--- config.mk ---
export PLATFORM = sky130hd
export DESIGN_NAME = adc_acc
export DESIGN_NICKNAME = d
export VERILOG_FILES = /design/src/core/acc_pkg.sv /design/src/core/conv_if.sv /design/src/core/adc_acc.sv /design/src/core/conv_seq.sv
export SDC_FILE = /design/constraint.sdc
export NUM_CORES = 1
export LEC_CHECK = 0
export ABC_CLOCK_PERIOD_IN_PS = 2800
export BUFFER_PORTS_ARGS = -buffer_cell sky130_fd_sc_hd__buf_4
export CAP_MARGIN = 20
export CORE_MARGIN = 2
export CORE_UTILIZATION = 55
export DETAILED_ROUTE_END_ITERATION = 10
export PLACE_DENSITY = 0.74
export SYNTH_ARGS = -nofsm -noshare
export SYNTH_HDL_FRONTEND = slang
export SYNTH_SLANG_ARGS = --single-unit
--- constraint.sdc ---
create_clock -name clk_sys -period 2.8 [get_ports clk_sys]
set_input_delay 0.56 -clock clk_sys [delete_from_list [all_inputs] [get_ports clk_sys]]
set_output_delay 0.56 -clock clk_sys [all_outputs]
set_load 0.01 [all_outputs]
--- src/core/acc_pkg.sv ---
// constants shared by the result accumulator and alarm logic
package acc_pkg;
    // ------------------------------------------------------------
    // register offsets (plain register port, word addressed)
    // ------------------------------------------------------------
    localparam logic [3:0] OFS_CTRL   = 4'h0;
    localparam logic [3:0] OFS_STATUS = 4'h1;
    localparam logic [3:0] OFS_SUM    = 4'h2;
    localparam logic [3:0] OFS_LOWTH  = 4'h3;
    localparam logic [3:0] OFS_UPTH   = 4'h4;
    localparam logic [3:0] OFS_RESULT = 4'h5;
    localparam logic [3:0] OFS_CONV   = 4'h6;

    // ------------------------------------------------------------
    // control register fields
    // ------------------------------------------------------------
    localparam int CTRL_ACC_EN   = 0;
    localparam int CTRL_ALARM_EN = 1;
    localparam int CTRL_DITHER   = 2;
    localparam int CTRL_TEMP_SEL = 3;
    localparam int CTRL_AUTO_LSB = 4;
    localparam int CTRL_CNT_LSB  = 8;
    localparam int CTRL_BURST    = 7;

    // status register fields
    localparam int ST_SUM_FULL = 0;
    localparam int ST_LOWER    = 1;
    localparam int ST_UPPER    = 2;
    localparam int ST_BUSY     = 3;

    // ------------------------------------------------------------
    // widths and reset values
    // ------------------------------------------------------------
    localparam int RES_W  = 12;
    localparam int SUM_W  = 20;
    localparam int CNT_W  = 9;
    localparam int AUTO_W = 3;
    localparam logic [15:0] CTRL_RST  = 16'h0000;
    localparam logic [11:0] LOWTH_RST = 12'h000;
    localparam logic [11:0] UPTH_RST  = 12'hfff;

    // ------------------------------------------------------------
    // timing: conversion time and auto-rate periods
    // ------------------------------------------------------------
    localparam int CLK_NS     = 100;
    localparam int CONV_NS    = 1200;
    localparam int CONV_CYC   = (CONV_NS + CLK_NS - 1) / CLK_NS;
    localparam int AUTO_BASE  = 16;
    localparam int DITH_W     = 3;
endpackage

--- src/core/conv_if.sv ---
// conversion request and result carrier between control and converter
`timescale 1ns/1ps
interface conv_if;
    logic        start;
    logic        dither;
    logic        done;
    logic [11:0] result;

    modport ctrl (output start, output dither, input done, input result);
    modport conv (input start, input dither, output done, output result);
endinterface

--- src/core/adc_acc.sv ---
// result accumulator, alarm comparators and auto-convert control
//
// What this block does
// - 20-bit sum adds successive 12-bit results, count programmable up to 256
// - reaching the programmed count sets sum_full_flag in status
// - one finished sum per n samples, acting as averaging filter
// - internal dither option, used with the sum to gain resolution
// - when enabled, each new result compared to lower and upper thresholds
// - above upper sets upper_alarm_flag, below lower sets lower_alarm_flag
// - three-bit field enables auto conversion and picks its rate
// - temperature selection blocks auto and burst conversion
//
// The placing of the registers and the strobed register port were decided locally.
`timescale 1ns/1ps
module adc_acc
    import acc_pkg::*;
(
    input  wire logic        clk_sys,  // system clock, 10 MHz
    input  wire logic        rstn,     // sync reset, active low
    input  wire logic [3:0]  addr,     // register address
    input  wire logic [15:0] wdata,    // write data
    input  wire logic        wr,       // write strobe
    input  wire logic        rd,       // read strobe
    input  wire logic [11:0] sample,   // converter code, pin side
    output logic      [19:0] rdata,    // read data, one cycle later
    output logic             sum_full, // sum_full_flag mirror
    output logic             alarm     // either alarm flag set
);
    // ------------------------------------------------------------
    // input synchroniser for the converter code
    // ------------------------------------------------------------
    logic [11:0] smp1_ff, smp2_ff;
    always_ff @(posedge clk_sys) begin
        if (!rstn) begin
            smp1_ff <= 12'h000;
            smp2_ff <= 12'h000;
        end else begin
            smp1_ff <= sample;
            smp2_ff <= smp1_ff;
        end
    end

    conv_if cif ();
    conv_seq u_conv (
        .clk_sys (clk_sys),
        .rstn    (rstn),
        .sample  (smp2_ff),
        .cif     (cif)
    );

    // ------------------------------------------------------------
    // registers and state
    // ------------------------------------------------------------
    typedef enum logic [1:0] {ST_IDLE, ST_WAIT} conv_st_t;

    logic [15:0]      ctrl_ff, nxt_ctrl;
    logic [11:0]      lowth_ff, nxt_lowth;
    logic [11:0]      upth_ff, nxt_upth;
    logic [11:0]      last_ff, nxt_last;
    logic [SUM_W-1:0] sum_ff, nxt_sum;
    logic [CNT_W-1:0] cnt_ff, nxt_cnt;
    logic             full_ff, nxt_full;
    logic             low_ff, nxt_low;
    logic             up_ff, nxt_up;
    logic [19:0]      rdata_ff, nxt_rdata;
    logic             start_ff, nxt_start;
    logic [11:0]      rate_ff, nxt_rate;
    conv_st_t         st_ff, nxt_st;

    logic [CNT_W-1:0] target;
    logic [AUTO_W-1:0] auto_sel;
    logic             auto_ok;
    logic             one_shot;
    logic             clr_st;

    // programmed count field 0..255 means 1..256 samples
    assign target   = {1'b0, ctrl_ff[CTRL_CNT_LSB +: 8]} + 9'h001;
    assign auto_sel = ctrl_ff[CTRL_AUTO_LSB +: AUTO_W];
    // temperature measurement forbids auto and burst
    assign auto_ok  = (auto_sel != 3'h0) && !ctrl_ff[CTRL_TEMP_SEL];
    assign one_shot = wr && (addr == OFS_CONV);
    assign clr_st   = wr && (addr == OFS_STATUS);

    always_comb begin
        nxt_ctrl  = ctrl_ff;
        nxt_lowth = lowth_ff;
        nxt_upth  = upth_ff;
        nxt_last  = last_ff;
        nxt_sum   = sum_ff;
        nxt_cnt   = cnt_ff;
        nxt_full  = full_ff;
        nxt_low   = low_ff;
        nxt_up    = up_ff;
        nxt_rdata = 20'h00000;
        nxt_start = 1'b0;
        nxt_rate  = rate_ff;
        nxt_st    = st_ff;

        // ---------------- register writes ----------------
        if (wr) begin
            case (addr)
                OFS_CTRL: begin
                    nxt_ctrl = wdata;
                    // burst bit cannot be set during temperature mode
                    if (wdata[CTRL_TEMP_SEL]) begin
                        nxt_ctrl[CTRL_BURST] = 1'b0;
                    end
                end
                OFS_LOWTH: nxt_lowth = wdata[11:0];
                OFS_UPTH:  nxt_upth  = wdata[11:0];
                default: ;
            endcase
        end
        // write-one-to-clear on alarm flags
        if (clr_st && wdata[ST_LOWER]) begin
            nxt_low = 1'b0;
        end
        if (clr_st && wdata[ST_UPPER]) begin
            nxt_up = 1'b0;
        end

        // ---------------- read and consume the sum ----------------
        if (rd) begin
            case (addr)
                OFS_CTRL:   nxt_rdata = {4'h0, ctrl_ff};
                OFS_STATUS: nxt_rdata = {16'h0000,
                                         st_ff == ST_WAIT, up_ff,
                                         low_ff, full_ff};
                OFS_SUM:    nxt_rdata = sum_ff;
                OFS_LOWTH:  nxt_rdata = {8'h00, lowth_ff};
                OFS_UPTH:   nxt_rdata = {8'h00, upth_ff};
                OFS_RESULT: nxt_rdata = {8'h00, last_ff};
                default:    nxt_rdata = 20'h00000;
            endcase
            if (addr == OFS_SUM && full_ff) begin
                nxt_sum  = '0;
                nxt_cnt  = '0;
                nxt_full = 1'b0;
            end
        end

        // ---------------- conversion pacing ----------------
        case (st_ff)
            ST_IDLE: begin
                if (auto_ok) begin
                    // auto rate: period scales with field value
                    if (rate_ff == 12'h000) begin
                        nxt_start = 1'b1;
                        nxt_st    = ST_WAIT;
                        nxt_rate  = 12'(AUTO_BASE) * {9'h000, auto_sel};
                    end else begin
                        nxt_rate = rate_ff - 12'h001;
                    end
                end else if (one_shot) begin
                    nxt_start = 1'b1;
                    nxt_st    = ST_WAIT;
                end
            end
            ST_WAIT: begin
                if (cif.done) begin
                    nxt_st = ST_IDLE;
                end
            end
            default: nxt_st = ST_IDLE;
        endcase

        // ---------------- result handling ----------------
        if (cif.done) begin
            nxt_last = cif.result;
            // hold a full sum until it is read
            if (ctrl_ff[CTRL_ACC_EN] && !full_ff) begin
                nxt_sum = sum_ff + {8'h00, cif.result};
                nxt_cnt = cnt_ff + 9'h001;
                if (cnt_ff + 9'h001 == target) begin
                    nxt_full = 1'b1;
                end
            end
            // set wins over a clear in the same cycle
            if (ctrl_ff[CTRL_ALARM_EN]) begin
                if (cif.result > upth_ff) begin
                    nxt_up = 1'b1;
                end
                if (cif.result < lowth_ff) begin
                    nxt_low = 1'b1;
                end
            end
        end
    end

    always_ff @(posedge clk_sys) begin
        if (!rstn) begin
            ctrl_ff  <= CTRL_RST;
            lowth_ff <= LOWTH_RST;
            upth_ff  <= UPTH_RST;
            last_ff  <= 12'h000;
            sum_ff   <= '0;
            cnt_ff   <= '0;
            full_ff  <= 1'b0;
            low_ff   <= 1'b0;
            up_ff    <= 1'b0;
            rdata_ff <= 20'h00000;
            start_ff <= 1'b0;
            rate_ff  <= 12'h000;
            st_ff    <= ST_IDLE;
        end else begin
            ctrl_ff  <= nxt_ctrl;
            lowth_ff <= nxt_lowth;
            upth_ff  <= nxt_upth;
            last_ff  <= nxt_last;
            sum_ff   <= nxt_sum;
            cnt_ff   <= nxt_cnt;
            full_ff  <= nxt_full;
            low_ff   <= nxt_low;
            up_ff    <= nxt_up;
            rdata_ff <= nxt_rdata;
            start_ff <= nxt_start;
            rate_ff  <= nxt_rate;
            st_ff    <= nxt_st;
        end
    end

    assign cif.start  = start_ff;
    assign cif.dither = ctrl_ff[CTRL_DITHER];
    assign rdata      = rdata_ff;
    assign sum_full   = full_ff;

    logic alarm_ff;
    always_ff @(posedge clk_sys) begin
        if (!rstn) begin
            alarm_ff <= 1'b0;
        end else begin
            alarm_ff <= nxt_low | nxt_up;
        end
    end
    assign alarm = alarm_ff;
endmodule

--- src/core/conv_seq.sv ---
// conversion sequencer: paces conversions and returns a result
`timescale 1ns/1ps
module conv_seq
    import acc_pkg::*;
(
    input  wire logic        clk_sys,  // system clock
    input  wire logic        rstn,     // sync reset, active low
    input  wire logic [11:0] sample,   // sampled converter code
    conv_if.conv             cif       // request and result
);
    // ------------------------------------------------------------
    // conversion timer and dither source
    // ------------------------------------------------------------
    logic [7:0]        tmr_ff, nxt_tmr;
    logic              busy_ff, nxt_busy;
    logic              done_ff, nxt_done;
    logic [11:0]       res_ff, nxt_res;
    logic [DITH_W-1:0] lfsr_ff, nxt_lfsr;
    logic [12:0]       dsum;

    always_comb begin
        nxt_tmr  = tmr_ff;
        nxt_busy = busy_ff;
        nxt_done = 1'b0;
        nxt_res  = res_ff;
        nxt_lfsr = {lfsr_ff[DITH_W-2:0], lfsr_ff[DITH_W-1] ^ lfsr_ff[1]};
        // small pseudo-random offset; saturate so dither never wraps
        dsum = {1'b0, sample} + {10'h000, lfsr_ff};
        if (busy_ff) begin
            if (tmr_ff == 8'h01) begin
                nxt_busy = 1'b0;
                nxt_done = 1'b1;
                if (cif.dither) begin
                    nxt_res = dsum[12] ? 12'hfff : dsum[11:0];
                end else begin
                    nxt_res = sample;
                end
            end
            nxt_tmr = tmr_ff - 8'h01;
        end else if (cif.start) begin
            nxt_busy = 1'b1;
            nxt_tmr  = 8'(CONV_CYC);
        end
    end

    always_ff @(posedge clk_sys) begin
        if (!rstn) begin
            tmr_ff  <= 8'h00;
            busy_ff <= 1'b0;
            done_ff <= 1'b0;
            res_ff  <= 12'h000;
            lfsr_ff <= 3'h1;
        end else begin
            tmr_ff  <= nxt_tmr;
            busy_ff <= nxt_busy;
            done_ff <= nxt_done;
            res_ff  <= nxt_res;
            lfsr_ff <= nxt_lfsr;
        end
    end

    assign cif.done   = done_ff;
    assign cif.result = res_ff;
endmodule

## Word level (Yosys, flattened, before mapping)

Cells that the tools add are included.

| operators by class | value |
|---|---|
| magnitude comparators | 2 |
| $add $sub $neg | 6 |
| reductions and logical operators | 23 |
| equality and inequality tests | 12 |
| muxes and demuxes | 40 |
| bitwise logic cells | 2 |

Operators with widths:

| cell | number |
|---|---|
| $pmux 20 s6 | 1 |
| $mux 20 | 4 |
| $mux 12 | 3 |
| $mux 9 | 4 |
| $mux 1 | 21 |
| $add 20x12->20 | 1 |
| $mux 8 | 2 |
| $reduce_and 2->1 | 8 |
| $add 12x3->13 | 1 |
| $eq 4x3->1 const B | 3 |
| $gt 12x12->1 | 1 |
| $logic_not 12->1 | 1 |
| $lt 12x12->1 | 1 |
| $sub 12x1->12 const B | 1 |
| $add 8x1->9 const B | 1 |
| $add 9x1->9 const B | 1 |
| $eq 9x9->1 | 1 |
| $eq 4x2->1 const B | 2 |
| $eq 8x1->1 const B | 1 |
| $mux 2 | 4 |
| $sub 8x1->8 const B | 1 |
| $logic_and 1x1->1 | 7 |
| $ne 3x3->1 const B | 2 |
| $eq 4x1->1 const B | 1 |
| 11 further kinds | 12 |

| word-level totals | value |
|---|---|
| word-level logic and storage cells | 106 |
| output and inout port bits | 22 |
| register bits | 169 |
| input bits | 36 |

## Depth between registers and ports, before layout

| logic depth | value |
|---|---|
| word-level depth | 8 |
| gate-level depth with buffers | 9 |
| gate-level depth less buffers | 9 |

## Modules after synthesis

From an unflattened synthesis, not the netlist that was laid out.

| second synthesis, totals | value |
|---|---|
| cells, all modules | 946 |
| area, all modules | 8,167.8 µm² |

By module, submodules not included:

| module | instances | cells an instance | area each (µm²) | sequential area each (µm²) |
|---|---|---|---|---|
| adc_acc | 1 | 803 | 6,865.3 | 2,862.7 |
| conv_seq | 1 | 143 | 1,302.5 | 500.5 |

## Worst setup path before layout

Ideal clock, no wire load.

| path | value |
|---|---|
| path kind | reg2reg |
| start point | register u_conv.res_ff[0] (netlist: u_conv.cif.result[0]) |
| end point | register sum_ff[18] |
| buffers on the path | 0 |
| cell stages (with the launch flop) | 10 |
| data required time | 2.726 ns |
| clock period less this slack | 2.121 ns |
| arrival time | 2.047 ns |
| slack | 0.679 ns |
| library setup time | 0.074 ns |
| path through | dfxtp_1 ha_1 inv_1 fa_1 nor2b_1 o2111ai_1 a21oi_1 o21bai_1 a2111o_1 o21ai_0 |

| between the ends | value |
|---|---|
| cells in the longest elaborated chain, start to end | 3 |

Ends and longest elaborated chain:

| element | RTL line | source |
|---|---|---|
| from (decl) | conv_seq.sv:17 | `logic [11:0] res_ff, nxt_res;` |
| from (signal assigned) | conv_seq.sv:57 | `res_ff <= nxt_res;` |
| $add 20x12->20 | adc_acc.sv:172 | `nxt_sum = sum_ff + {8'h00, cif.result};` |
| $mux 20 | adc_acc.sv:171 | `if (ctrl_ff[CTRL_ACC_EN] && !full_ff) begin` |
| $mux 20 | adc_acc.sv:168 | `if (cif.done) begin` |
| to (signal assigned) | adc_acc.sv:210 | `sum_ff <= nxt_sum;` |
| to (decl) | adc_acc.sv:60 | `logic [SUM_W-1:0] sum_ff, nxt_sum;` |

No other way between the ends.
A chain may end at the register's enable or synchronous reset.

## Worst setup path in the final report

| path | value |
|---|---|
| start point | register u_conv.res_ff[0] (netlist: u_conv.cif.result[0]) |
| end point | register sum_ff[14] |

The elaborated chain is that of the path after synthesis.

==> metrics <==
LEAKAGE 3.644 nW; family with the most delay on the worst path compound AO/OA/AOI/OAI gates; max-cap check violation count 0; # H-tree levels 4; Req. time, crit path 3150 ps; fin crit share 86.68%; register area share after synthesis 41.92%; # diodes 0; post-route setup TNS 0 ps; Mapped Cells 926; TritonCTS Buffers 17; fmax 412.0 MHz; crit path cell chain ha_1 -> inv_1 -> fa_1 -> nor2b_1 -> o2111ai_1 -> a21oi_1 -> o21bai_1 -> a2111o_1 -> o21ai_0; gr ovfl total 0; hold path depth 2; outcome finished, final reports clean; Post-Synth Adder-Cell Area 7.361%; post-synth top area share 41.92%; Fin Hold WS 339.2 ps; gr usage total 27.34%; GPL Wtd Cong 0.9065; detailed placement HPWL 14,990 microns; Final Power 5.156 mW; CTS tree done; Storage cell area 3363 sq um; power density over the cells 553.1 nW/um^2; crit-path max FO 4; WP depth 9; Core Rows 44; worst hold path class in2reg; commonest cells in the netlist 168 x dfxtp_1, 105 x nand2_1, 75 x a21oi_1; clock-pin slew of the registers on the worst-case setup and hold paths 70 ps; worst-case clock skew 9.635 ps; synth top area cells dfxtp_1 42%, ha_1 6.9%, nand2_1 4.9%; Synth Area in Simple Gates 20.37%; Placed Instance Area 8725 sq um; die area 15,570 sq um; min cycle time layout 2427 ps; Setup CP Type reg2reg; DIE HEIGHT 124.8 microns; Max clock buf depth 2; clk_lat worst skew 420 ps; post-synthesis register bit count 168; total core area 14,370 sq um; Reg2Reg Depth 9; initial core utilization 55.83%; per-cell routed wire length 17.91 microns; post-CTS resize count 0; Critical Path Start Type register; synthesized area 8023 sq um; starting DRC count in detailed routing 613; TritonRoute pass-1 iters 7; nets 1,064; Compound-Gate Fraction of Synth Area 19.39%; IO Pins 58; most common cell in the netlist dfxtp_1; CTS Root Cell clkbuf_16; post-route design area 9321 sq um; share of cells above drive strength 1 13.27%; vias 7,069; mux cell area share after synthesis 1.762%; Final setup violation count 0; setup slack at placement 425.7 ps; hold buffers post-CTS 0; Final Hold Viols 0; fin cells 1,179; initial antenna violation count 0; Yosys top cell by area dfxtp_1; drt total wl 21,120 microns; global-route wire length before repair 34,250 microns; RSZ-0062 raised after global routing false; Top FF cell, synth dfxtp_1; xor/xnor share of the synthesized area 5.131%; syn_nets 1,008; DRC viols 0; number of fill cells 1,210; Post-synth EDFFs 0; main combinational cell family by area after synthesis simple AND/OR/NAND/NOR gates; Slew Viols, Final 0; Antenna Nets Post-Route 0; post-synthesis cell type count 69; Via-to-Cell Ratio 5.996; Util after Layout 64.87%; CTS sink cnt 168; slowest CP cell a2111o_1; Worst VDD drop 0.5535 mV; vias in the first global route 6,762; Yosys Warn Count 0; relative slew slack 36.28%; largest net degree at the start of global routing 44; # port buffers 57; FFs w/ async S/R, synth 0%; die width 124.8 microns; Worst-Margin Slew 952.7 ps; setup ws final 373.0 ps; Syn Area/Cell 8.664 sq um; CP Buf/Inv Count 1; multi-input logic area 4365 sq um; CP peak stage delay 420 ps; # Post-CTS Setup Buffers 0; nature of the critical path endpoint register; CP arrival 2780 ps; area grow syn2layout 16.19%; placed cells 1,147
==> placed cells by master (no fill, tap or decap), drive strengths merged, types with 4 or more instances in the layout <==
| cell | instances |
|---|---|
| or3 | 7 |
| nand3b | 4 |
| buf | 82 |
| nand4 | 10 |
| nand2 | 105 |
| nor2b | 7 |
| or4 | 4 |
| o21ai | 29 |
| a31oi | 18 |
| clkbuf | 21 |
| dfxtp | 168 |
| o211ai | 20 |
| and4 | 5 |
| xor2 | 13 |
| nor4 | 6 |
| a22oi | 42 |
| a21oi | 75 |
| o31ai | 4 |
| xnor2 | 34 |
| and2 | 28 |
| o21a | 5 |
| a21o | 11 |
| inv | 44 |
| mux2i | 13 |
| ha | 44 |
| nand3 | 41 |
| nor2 | 69 |
| a211oi | 6 |
| and3 | 12 |
| nor3 | 13 |
| or2 | 4 |
==> sequential cells by signal (all words and copies together) (netlist names) <==
register           count
last_ff               12
sum_full               1
lowth_ff              12
ctrl_ff               16
u_conv.busy_ff         1
low_ff                 1
st_ff                  1
alarm                  1
u_conv.cif.done        1
u_conv.lfsr_ff         3
upth_ff               12
u_conv.tmr_ff          8
rdata                 20
sum_ff                20
u_conv.cif.result     12
smp1_ff               12
cif.start              1
up_ff                  1
rate_ff               12
cnt_ff                 9
smp2_ff               12
==> metal layers <==
metal / vias to the layer above / global-route usage (%) / share of wire, %
li1: 3427 / - / -
met1: 3328 / 35.35 / 44
met2: 270 / 45.84 / 47
met3: 44 / 5.541 / 6.2
met4: 0 / 8.923 / 2.4
met5: - / 0 / 0
==> final timing paths <==
check                            start    endpoint  slack, ps
hold / removal               sample[2]  smp1_ff[2]        340
setup reg to reg  u_conv.cif.result[0]  sum_ff[14]        370
hold reg to reg             smp1_ff[6]  smp2_ff[6]        430
setup / recovery  u_conv.cif.result[0]  sum_ff[14]        370
==> cell families (layout without fill, tap and decap cells) <==
| logic type | count (synthesis) | in the layout |
|---|---|---|
| AO/OA/AOI/OAI | 239 | 239 |
| AND/OR/NAND/NOR | 327 | 327 |
| buffers and inverters | 85 | 154 |
| adder cells (fa/ha/maj) | 46 | 46 |
| flip-flops | 168 | 168 |
| multiplexers | 14 | 14 |
| XOR/XNOR | 47 | 47 |
==> worst register-to-register path: cells and delay by family (launching register included) <==
kind	cells	cell delay, ps
flops	1	380
simple gates	1	190
fa+ha+maj	2	630
compound gates	5	1080
buf+inv	1	70
==> where the power goes <==
| group | switching [mW] | internal (mW) | total [mW] |
|---|---|---|---|
| registers | 0.0359 | 2.43 | 2.47 |
| logic | 0.184 | 0.128 | 0.313 |
| clock network | 0.996 | 1.38 | 2.37 |
==> cell type report <==
type                            instances  share of cell area (%)
Sequential cell                       168                   36.08
Clock inverter                         11                   1.463
Multi-Input combinational cell        673                   46.83
Clock buffer                           21                   4.940
Tap cell                              184                   2.470
Inverter                               40                   1.611
Timing Repair Buffer                   82                   6.604
Note: power is estimated with default switching activity, not from simulation.
